<file path="src/logic/cpu_core_params.svh">
`ifndef CPU_CORE_PARAMS_SVH
`define CPU_CORE_PARAMS_SVH
// data-space locations of the core registers
`define ADDR_PTR_ONE 8'h80
`define ADDR_PTR_TWO 8'h81
`define ADDR_SD_ONE 8'h82
`define ADDR_SD_TWO 8'h83
`define ADDR_ACC 8'hff
// byte reset value and zero compare value
`define BYTE_RESET 8'h00
`define BYTE_ZERO 8'h00
// program counter load values
`define PC_RESET_VEC 12'hffe
`define PC_NMI_VEC 12'hffc
`define PC_STEP 12'h001
// return stack geometry
`define STACK_LEVELS 6
`define STACK_FULL 3'h6
`define STACK_EMPTY 3'h0
`define STACK_STEP 3'h1
`endif

</file>
<file path="src/logic/cpu_core_pkg.sv">
`include "cpu_core_params.svh"

package cpu_core_pkg;
   typedef logic [7:0] byte_t;
   typedef logic [11:0] pc_t;
   typedef logic [2:0] depth_t;

   // program counter load source requested by the sequencer
   typedef enum logic [3:0] {
      PC_HOLD, PC_INC, PC_JUMP, PC_CALL, PC_REL, PC_IRQ, PC_NMI, PC_RET, PC_INTERRUPT_RETURN_INSTR
   } pc_op_e;

   // flag context in use
   typedef enum logic [1:0] {CTX_NORMAL, CTX_IRQ, CTX_NMI} ctx_e;

   // next sequential program address
   function automatic pc_t pc_step(pc_t base);
      return base + `PC_STEP;
   endfunction

   // program address plus a signed byte offset
   function automatic pc_t pc_add(pc_t base, byte_t offset);
      return base + {{4{offset[7]}}, offset};
   endfunction
endpackage

</file>
<file path="src/logic/return_stack.sv">
`include "cpu_core_params.svh"

module return_stack
   import cpu_core_pkg::*;
(
   input wire logic mclk,
   input wire logic resetn,
   input wire logic push,
   input wire logic pop,
   input wire pc_t push_value,
   output pc_t top,
   output depth_t depth
);
   typedef struct packed {
      pc_t [`STACK_LEVELS-1:0] level;
      depth_t depth;
   } stack_s;

   stack_s st;
   stack_s next_st;

   // shift levels down on push, up on pop; depth saturates at both ends
   always_comb begin
      next_st = st;
      if (push) begin
         for (int i = `STACK_LEVELS - 1; i > 0; i--) begin
            next_st.level[i] = st.level[i-1];
         end
         next_st.level[0] = push_value;
         if (st.depth != `STACK_FULL) begin
            next_st.depth = st.depth + `STACK_STEP;
         end
      end else if (pop && st.depth != `STACK_EMPTY) begin
         for (int i = 0; i < `STACK_LEVELS - 1; i++) begin
            next_st.level[i] = st.level[i+1];
         end
         next_st.depth = st.depth - `STACK_STEP;
      end
   end

   // six 12-bit levels held apart from data space
   always_ff @(posedge mclk or negedge resetn) begin
      if (!resetn) begin
         st <= '0;
      end else begin
         st <= next_st;
      end
   end

   assign top = st.level[0];
   assign depth = st.depth;
endmodule

</file>
<file path="src/logic/flag_bank.sv">
`include "cpu_core_params.svh"

module flag_bank
   import cpu_core_pkg::*;
(
   input wire logic mclk,
   input wire logic resetn,
   input wire logic enter_irq,
   input wire logic enter_nmi,
   input wire logic leave,
   input wire logic c_we,
   input wire logic c_in,
   input wire logic z_we,
   input wire logic z_in,
   output ctx_e ctx,
   output logic carry,
   output logic zero
);
   typedef struct packed {
      logic normal_carry_flag;
      logic normal_zero_flag;
      logic irq_carry_flag;
      logic irq_zero_flag;
      logic nmi_carry_flag;
      logic nmi_zero_flag;
      ctx_e ctx;
      ctx_e prior_one;
      ctx_e prior_two;
      logic carry;
      logic zero;
   } flags_s;

   flags_s st;
   flags_s next_st;

   always_comb begin
      next_st = st;
      // only the pair of the running context takes updates
      unique case (st.ctx)
         CTX_NORMAL: begin
            if (c_we) next_st.normal_carry_flag = c_in;
            if (z_we) next_st.normal_zero_flag = z_in;
         end
         CTX_IRQ: begin
            if (c_we) next_st.irq_carry_flag = c_in;
            if (z_we) next_st.irq_zero_flag = z_in;
         end
         CTX_NMI: begin
            if (c_we) next_st.nmi_carry_flag = c_in;
            if (z_we) next_st.nmi_zero_flag = z_in;
         end
         default: next_st.ctx = CTX_NMI;
      endcase
      // context switch keeps two levels of history, no flag is cleared
      if (enter_irq || enter_nmi) begin
         next_st.prior_two = st.prior_one;
         next_st.prior_one = st.ctx;
         next_st.ctx = enter_nmi ? CTX_NMI : CTX_IRQ;
      end else if (leave) begin
         next_st.ctx = st.prior_one;
         next_st.prior_one = st.prior_two;
         next_st.prior_two = CTX_NORMAL;
      end
      // registered view of the pair that will be in use
      unique case (next_st.ctx)
         CTX_NORMAL: begin
            next_st.carry = next_st.normal_carry_flag;
            next_st.zero = next_st.normal_zero_flag;
         end
         CTX_IRQ: begin
            next_st.carry = next_st.irq_carry_flag;
            next_st.zero = next_st.irq_zero_flag;
         end
         default: begin
            next_st.carry = next_st.nmi_carry_flag;
            next_st.zero = next_st.nmi_zero_flag;
         end
      endcase
   end

   // reset lands in the nmi context
   always_ff @(posedge mclk or negedge resetn) begin
      if (!resetn) begin
         st <= '0;
         st.ctx <= CTX_NMI;
      end else begin
         st <= next_st;
      end
   end

   assign ctx = st.ctx;
   assign carry = st.carry;
   assign zero = st.zero;
endmodule

</file>
<file path="src/logic/cpu_core_regs_flags_stack.sv">
`include "cpu_core_params.svh"

module cpu_core_regs_flags_stack
   import cpu_core_pkg::*;
(
   input wire logic mclk,
   input wire logic resetn,
   input wire byte_t ds_addr,
   input wire logic ds_rd,
   input wire logic ds_wr,
   input wire byte_t ds_wdata,
   output byte_t ds_rdata,
   output logic ds_hit,
   input wire logic alu_acc_we,
   input wire byte_t alu_acc_data,
   input wire pc_op_e pc_op,
   input wire pc_t jump_target,
   input wire byte_t rel_offset,
   input wire pc_t irq_vector,
   input wire logic flag_c_we,
   input wire logic flag_c_in,
   input wire logic flag_z_we,
   input wire byte_t alu_result,
   output byte_t accumulator,
   output byte_t pointer_reg_one,
   output byte_t pointer_reg_two,
   output byte_t short_direct_reg_one,
   output byte_t short_direct_reg_two,
   output pc_t pc,
   output logic carry_flag,
   output logic zero_flag,
   output ctx_e flag_context
);
   typedef struct packed {
      byte_t accumulator;
      byte_t pointer_reg_one;
      byte_t pointer_reg_two;
      byte_t short_direct_reg_one;
      byte_t short_direct_reg_two;
      pc_t pc;
      byte_t ds_rdata;
      logic ds_hit;
   } core_s;

   core_s st;
   core_s next_st;
   pc_t stack_top;
   depth_t stack_depth;
   logic push;
   logic pop;
   logic stack_empty;

   // true for the five data-space locations this block answers
   function automatic logic mapped(byte_t addr);
      return addr == `ADDR_ACC || addr == `ADDR_PTR_ONE || addr == `ADDR_PTR_TWO
         || addr == `ADDR_SD_ONE || addr == `ADDR_SD_TWO;
   endfunction

   // stack moves with calls, interrupts and both returns
   assign push = pc_op inside {PC_CALL, PC_IRQ, PC_NMI};
   assign pop = pc_op inside {PC_RET, PC_INTERRUPT_RETURN_INSTR};
   assign stack_empty = stack_depth == `STACK_EMPTY;

   return_stack u_stack (
      .mclk(mclk),
      .resetn(resetn),
      .push(push),
      .pop(pop),
      .push_value(st.pc),
      .top(stack_top),
      .depth(stack_depth)
   );

   // carry straight from the alu, zero derived from its result
   flag_bank u_flags (
      .mclk(mclk),
      .resetn(resetn),
      .enter_irq(pc_op == PC_IRQ),
      .enter_nmi(pc_op == PC_NMI),
      .leave(pc_op == PC_INTERRUPT_RETURN_INSTR),
      .c_we(flag_c_we),
      .c_in(flag_c_in),
      .z_we(flag_z_we),
      .z_in(alu_result == `BYTE_ZERO),
      .ctx(flag_context),
      .carry(carry_flag),
      .zero(zero_flag)
   );

   always_comb begin
      next_st = st;
      // registered read port, unmapped addresses read zero with no hit
      next_st.ds_hit = 1'b0;
      next_st.ds_rdata = `BYTE_ZERO;
      if (ds_rd) begin
         next_st.ds_hit = mapped(ds_addr);
         case (ds_addr)
            `ADDR_ACC: next_st.ds_rdata = st.accumulator;
            `ADDR_PTR_ONE: next_st.ds_rdata = st.pointer_reg_one;
            `ADDR_PTR_TWO: next_st.ds_rdata = st.pointer_reg_two;
            `ADDR_SD_ONE: next_st.ds_rdata = st.short_direct_reg_one;
            `ADDR_SD_TWO: next_st.ds_rdata = st.short_direct_reg_two;
            default: next_st.ds_rdata = `BYTE_ZERO;
         endcase
      end
      // alu result first, a data-space write to the accumulator in the same cycle wins
      if (alu_acc_we) begin
         next_st.accumulator = alu_acc_data;
      end
      if (ds_wr) begin
         case (ds_addr)
            `ADDR_ACC: next_st.accumulator = ds_wdata;
            `ADDR_PTR_ONE: next_st.pointer_reg_one = ds_wdata;
            `ADDR_PTR_TWO: next_st.pointer_reg_two = ds_wdata;
            `ADDR_SD_ONE: next_st.short_direct_reg_one = ds_wdata;
            `ADDR_SD_TWO: next_st.short_direct_reg_two = ds_wdata;
            default: next_st.accumulator = next_st.accumulator;
         endcase
      end
      // program counter load sources
      unique case (pc_op)
         PC_HOLD: next_st.pc = st.pc;
         PC_INC: next_st.pc = pc_step(st.pc);
         PC_JUMP, PC_CALL: next_st.pc = jump_target;
         PC_REL: next_st.pc = pc_add(st.pc, rel_offset);
         PC_IRQ: next_st.pc = irq_vector;
         PC_NMI: next_st.pc = `PC_NMI_VEC;
         PC_RET, PC_INTERRUPT_RETURN_INSTR: begin
            next_st.pc = stack_empty ? pc_step(st.pc) : stack_top;
         end
         default: next_st.pc = st.pc;
      endcase
   end

   // twelve-bit counter starts at the reset vector
   always_ff @(posedge mclk or negedge resetn) begin
      if (!resetn) begin
         st <= '0;
         st.pc <= `PC_RESET_VEC;
      end else begin
         st <= next_st;
      end
   end

   assign accumulator = st.accumulator;
   assign pointer_reg_one = st.pointer_reg_one;
   assign pointer_reg_two = st.pointer_reg_two;
   assign short_direct_reg_one = st.short_direct_reg_one;
   assign short_direct_reg_two = st.short_direct_reg_two;
   assign pc = st.pc;
   assign ds_rdata = st.ds_rdata;
   assign ds_hit = st.ds_hit;
endmodule

</file>
<file path="config.mk">
export PLATFORM = sky130hd
export DESIGN_NAME = cpu_core_regs_flags_stack
export DESIGN_NICKNAME = d
export VERILOG_FILES = /design/src/logic/cpu_core_pkg.sv /design/src/logic/return_stack.sv /design/src/logic/flag_bank.sv /design/src/logic/cpu_core_regs_flags_stack.sv
export VERILOG_INCLUDE_DIRS = /design/src /design/src/logic
export SDC_FILE = /design/constraint.sdc
export NUM_CORES = 1
export LEC_CHECK = 0
export BUFFER_PORTS_ARGS = -buffer_cell sky130_fd_sc_hd__buf_4
export CORE_MARGIN = 5
export CORE_UTILIZATION = 57
export DETAILED_ROUTE_END_ITERATION = 10
export PLACE_DENSITY = 0.81
export SLEW_MARGIN = 5
export SYNTH_ARGS = -nofsm -noshare
export SYNTH_HDL_FRONTEND = slang
export SYNTH_SLANG_ARGS = --single-unit
</file>
<file path="constraint.sdc">
create_clock -name mclk -period 2.9 [get_ports mclk]
set_input_delay 0.58 -clock mclk [delete_from_list [all_inputs] [get_ports mclk]]
set_output_delay 0.58 -clock mclk [all_outputs]
set_load 0.01 [all_outputs]
</file>
==> out/metrics.json <==
{
  "worstMarginPinSlew_ps": 1110,
  "clock_insertion_delay_at_the_later_pin_of_the_skew_report_ps": 430,
  "cts_inserted_buffers": 17,
  "grt_setup_unrepaired": "false",
  "min-delay-path-class": "primary input to asynchronous set/reset pin",
  "synth.mux.area_fraction": 0.103,
  "max_root_sink_buffers": 2,
  "placed_cells": 1119,
  "postCtsSetupRepairBufs": 0,
  "viasPerCell": 6.07,
  "antenna_cell_count": 0,
  "regToRegSetupSlack_ps": 440,
  "num-nets-final": 1048,
  "timing.critical_path.from_type": "flop",
  "portBuffers": 140,
  "dp_hpwl_mm": 14.9,
  "synth_most_common_cell": "sky130_fd_sc_hd__nand2_1",
  "drt_pass1_iterations": 6,
  "cts_tree": "built",
  "async_flop_share": 1.00,
  "synth.net_count": 907,
  "synth-xor-area-share": 0.0109,
  "post-layout-total-power_mw": 7.60,
  "cp_data_arrival_time_ps": 2800,
  "endpoint_kind": "flop",
  "postLayoutSetupSlackWorst_ps": 442,
  "critical_path_required_ps": 3250,
  "design.die.area_um2": 16500,
  "io-pin-count": 141,
  "cts.sinks": 150,
  "routed_wire_length_mm": 21.5,
  "maxClockFrequency_mhz": 407,
  "run_status": "completed",
  "p_per_area_nw_per_um2": 763,
  "ys.warnings.count": 0,
  "post_synth_fa_ha_maj_area_fraction": 0.0237,
  "primary_ff_master_synth": "sky130_fd_sc_hd__dfrtp_1",
  "timing.rr.start": "pc[1]",
  "fp.coreArea_um2": 13800,
  "worstReg2RegEnd": "pc[8]",
  "synth_largest_area_cell": "sky130_fd_sc_hd__dfrtp_1",
  "grt_start_max_net_pins": 94,
  "die-width_um": 129,
  "worstPathMaxFanout": 8,
  "clkSlewWorstSetupHoldPaths_ps": 70,
  "grt_pass1_vias": 6837,
  "edff_count_synth": 0,
  "synth-compound-area-share": 0.197,
  "groute.usage.overall": 0.265,
  "post-place-ws_ps": 259,
  "initial_utilization": 0.579,
  "ys_seq_elements": 150,
  "antenna_left": 0,
  "num_vias": 6985,
  "synthesis.area_per_instance_um2": 9.81,
  "synth-seq-area-share": 0.470,
  "gpl.final_weighted_congestion": 0.934,
  "leakage_power_nw": 4.75,
  "grt_util_met2": 0.410,
  "synth.cells.most_frequent": "sky130_fd_sc_hd__nand2_1 (152), sky130_fd_sc_hd__dfrtp_1 (138), sky130_fd_sc_hd__a22oi_1 (56)",
  "fin_crit_ps": 2460,
  "max-slew-margin-rel": 0.257,
  "syn-cell-area_um2": 8010,
  "grt_antenna_before_repair": 0,
  "setup_viol": 0,
  "yosysUniqueCellTypes": 70,
  "synth_cells": 817,
  "busiest_layer": "met2",
  "worst_hold_slack_ps": 34.6,
  "clock_skew_ps": 10.3,
  "placement.cell_area_um2": 9310,
  "number_of_max_slew_violations_in_the_final_report": 0,
  "cts_repair_resize_count": 0,
  "num_rows": 43,
  "synth.top_cell.area_share": 0.431,
  "drt_iter0_markers": 659,
  "timing.max_cap.violations": 0,
  "synth.area.top_cells": "sky130_fd_sc_hd__dfrtp_1 (43%), sky130_fd_sc_hd__nand2_1 (7.1%), sky130_fd_sc_hd__mux2_2 (7.0%)",
  "final_cell_count_no_fill": 1151,
  "global_route.overflow_total": 0,
  "vdd_drop_max_mv": 0.472,
  "cts_max_level": 4,
  "detail_route.wl_per_cell_um": 18.7,
  "detail_route.drc_violations": 0,
  "reg2regPathDepth": 8,
  "grt_pass1_wl_mm": 35.1,
  "period_utilisation_layout": 0.848,
  "simple_gate_fraction_of_synth_area": 0.157,
  "utilization": 0.720,
  "die_h_um": 129,
  "stdcell_area_um2": 9960,
  "cts-hold-fix-buffers": 0,
  "area.growth.synth_to_final_pct": 24.3,
  "grt_use_met3": 0.0585,
  "fill_cell_total_of_the_finished_layout": 991,
  "synth_top_family_by_area": "compound AO/OA/AOI/OAI gates",
  "timing_worst_setup_path_type": "flop to flop",
  "hold_viol_final": 0,
  "drive_gt1_frac": 0.286,
  "met1_usage": 0.363,
  "clock-root-buffer": "sky130_fd_sc_hd__clkbuf_16",
  "setup_tns_ps": 0
}
==> routing by layer <==
| layer | vias up | wire (um) |
|---|---|---|
| li1 | 3255 | - |
| met1 | 3384 | 9110 |
| met2 | 287 | 10100 |
| met3 | 59 | 1590 |
| met4 | 0 | 675 |
| met5 | - | 0 |
==> placed cells by master (no fill, tap or decap), types with 5 or more instances in the layout <==
| cell | count |
|---|---|
| sky130_fd_sc_hd__nand3_1 | 11 |
| sky130_fd_sc_hd__nand2_1 | 152 |
| sky130_fd_sc_hd__nor2b_1 | 10 |
| sky130_fd_sc_hd__nor2_1 | 44 |
| sky130_fd_sc_hd__nand2b_1 | 10 |
| sky130_fd_sc_hd__o21ai_1 | 11 |
| sky130_fd_sc_hd__a21o_1 | 8 |
| sky130_fd_sc_hd__dfstp_2 | 12 |
| sky130_fd_sc_hd__a211oi_1 | 6 |
| sky130_fd_sc_hd__a21oi_1 | 50 |
| sky130_fd_sc_hd__a222oi_1 | 8 |
| sky130_fd_sc_hd__mux2i_1 | 26 |
| sky130_fd_sc_hd__nor3_1 | 7 |
| sky130_fd_sc_hd__inv_1 | 16 |
| sky130_fd_sc_hd__o21ai_0 | 34 |
| sky130_fd_sc_hd__mux2_2 | 50 |
| sky130_fd_sc_hd__o21bai_1 | 5 |
| sky130_fd_sc_hd__buf_4 | 163 |
| sky130_fd_sc_hd__xor2_1 | 6 |
| sky130_fd_sc_hd__a22oi_1 | 56 |
| sky130_fd_sc_hd__a31oi_1 | 7 |
| sky130_fd_sc_hd__o21a_1 | 6 |
| sky130_fd_sc_hd__clkbuf_16 | 17 |
| sky130_fd_sc_hd__dfrtp_1 | 138 |
| sky130_fd_sc_hd__ha_1 | 12 |
==> registers in the layout, indices dropped and copies added, names as in the netlist, 2 cells and up <==
signal,flops
accumulator,8
ds_rdata,8
pc,12
pointer_reg_one,8
pointer_reg_two,8
short_direct_reg_one,8
short_direct_reg_two,8
u_flags.ctx,2
u_flags.st,10
u_stack.depth,3
u_stack.st,60
u_stack.top,12
==> report_power, final <==
group          switching, mW  leakage (nW)  internal, mW
Combinational          0.980          2.49         0.883
Clock                  0.917         0.317          1.53
Sequential             0.588          1.94          2.71
Total                   2.48          4.75          5.12
==> layout make-up <==
| cell class | instances | area, um^2 | area share |
|---|---|---|---|
| clock buffers | 20 | 467 | 0.0469 |
| clock inverters | 12 | 189 | 0.0190 |
| inverters | 16 | 60.1 | 0.00603 |
| multi-input cells | 606 | 3960 | 0.397 |
| flip-flops and latches | 150 | 3770 | 0.378 |
| well taps | 180 | 225 | 0.0226 |
| repair buffers | 167 | 1290 | 0.130 |
==> critical path: stages, from the launching register on <==
cell                       delay (ps)
sky130_fd_sc_hd__dfstp_2          660
sky130_fd_sc_hd__inv_1             90
sky130_fd_sc_hd__fa_1             410
sky130_fd_sc_hd__nand2b_1         210
sky130_fd_sc_hd__a211o_1          330
sky130_fd_sc_hd__a41oi_1          230
sky130_fd_sc_hd__xor2_1           170
sky130_fd_sc_hd__a211oi_1          90
sky130_fd_sc_hd__a311oi_1         200
==> worst max path at each step <==
stage	from	to	slack, ps
global route	pc[1]	pc[8]	310
finish	pc[1]	pc[8]	440
detailed placement	rel_offset[0]	pc[8]	260
floorplan	pc_op[1]	u_stack.depth[1]	500
global placement	rel_offset[0]	pc[8]	310
CTS	pc[1]	pc[8]	460
==> cell families after synthesis <==
group                    count (synthesis)
AO/OA/AOI/OAI                          233
AND/OR/NAND/NOR                        273
multiplexers                            76
buffers and inverters                   61
XOR/XNOR                                10
flip-flops                             150
adder cells (fa/ha/maj)                 14
No activity file was read; power rests on OpenSTA's default activity.
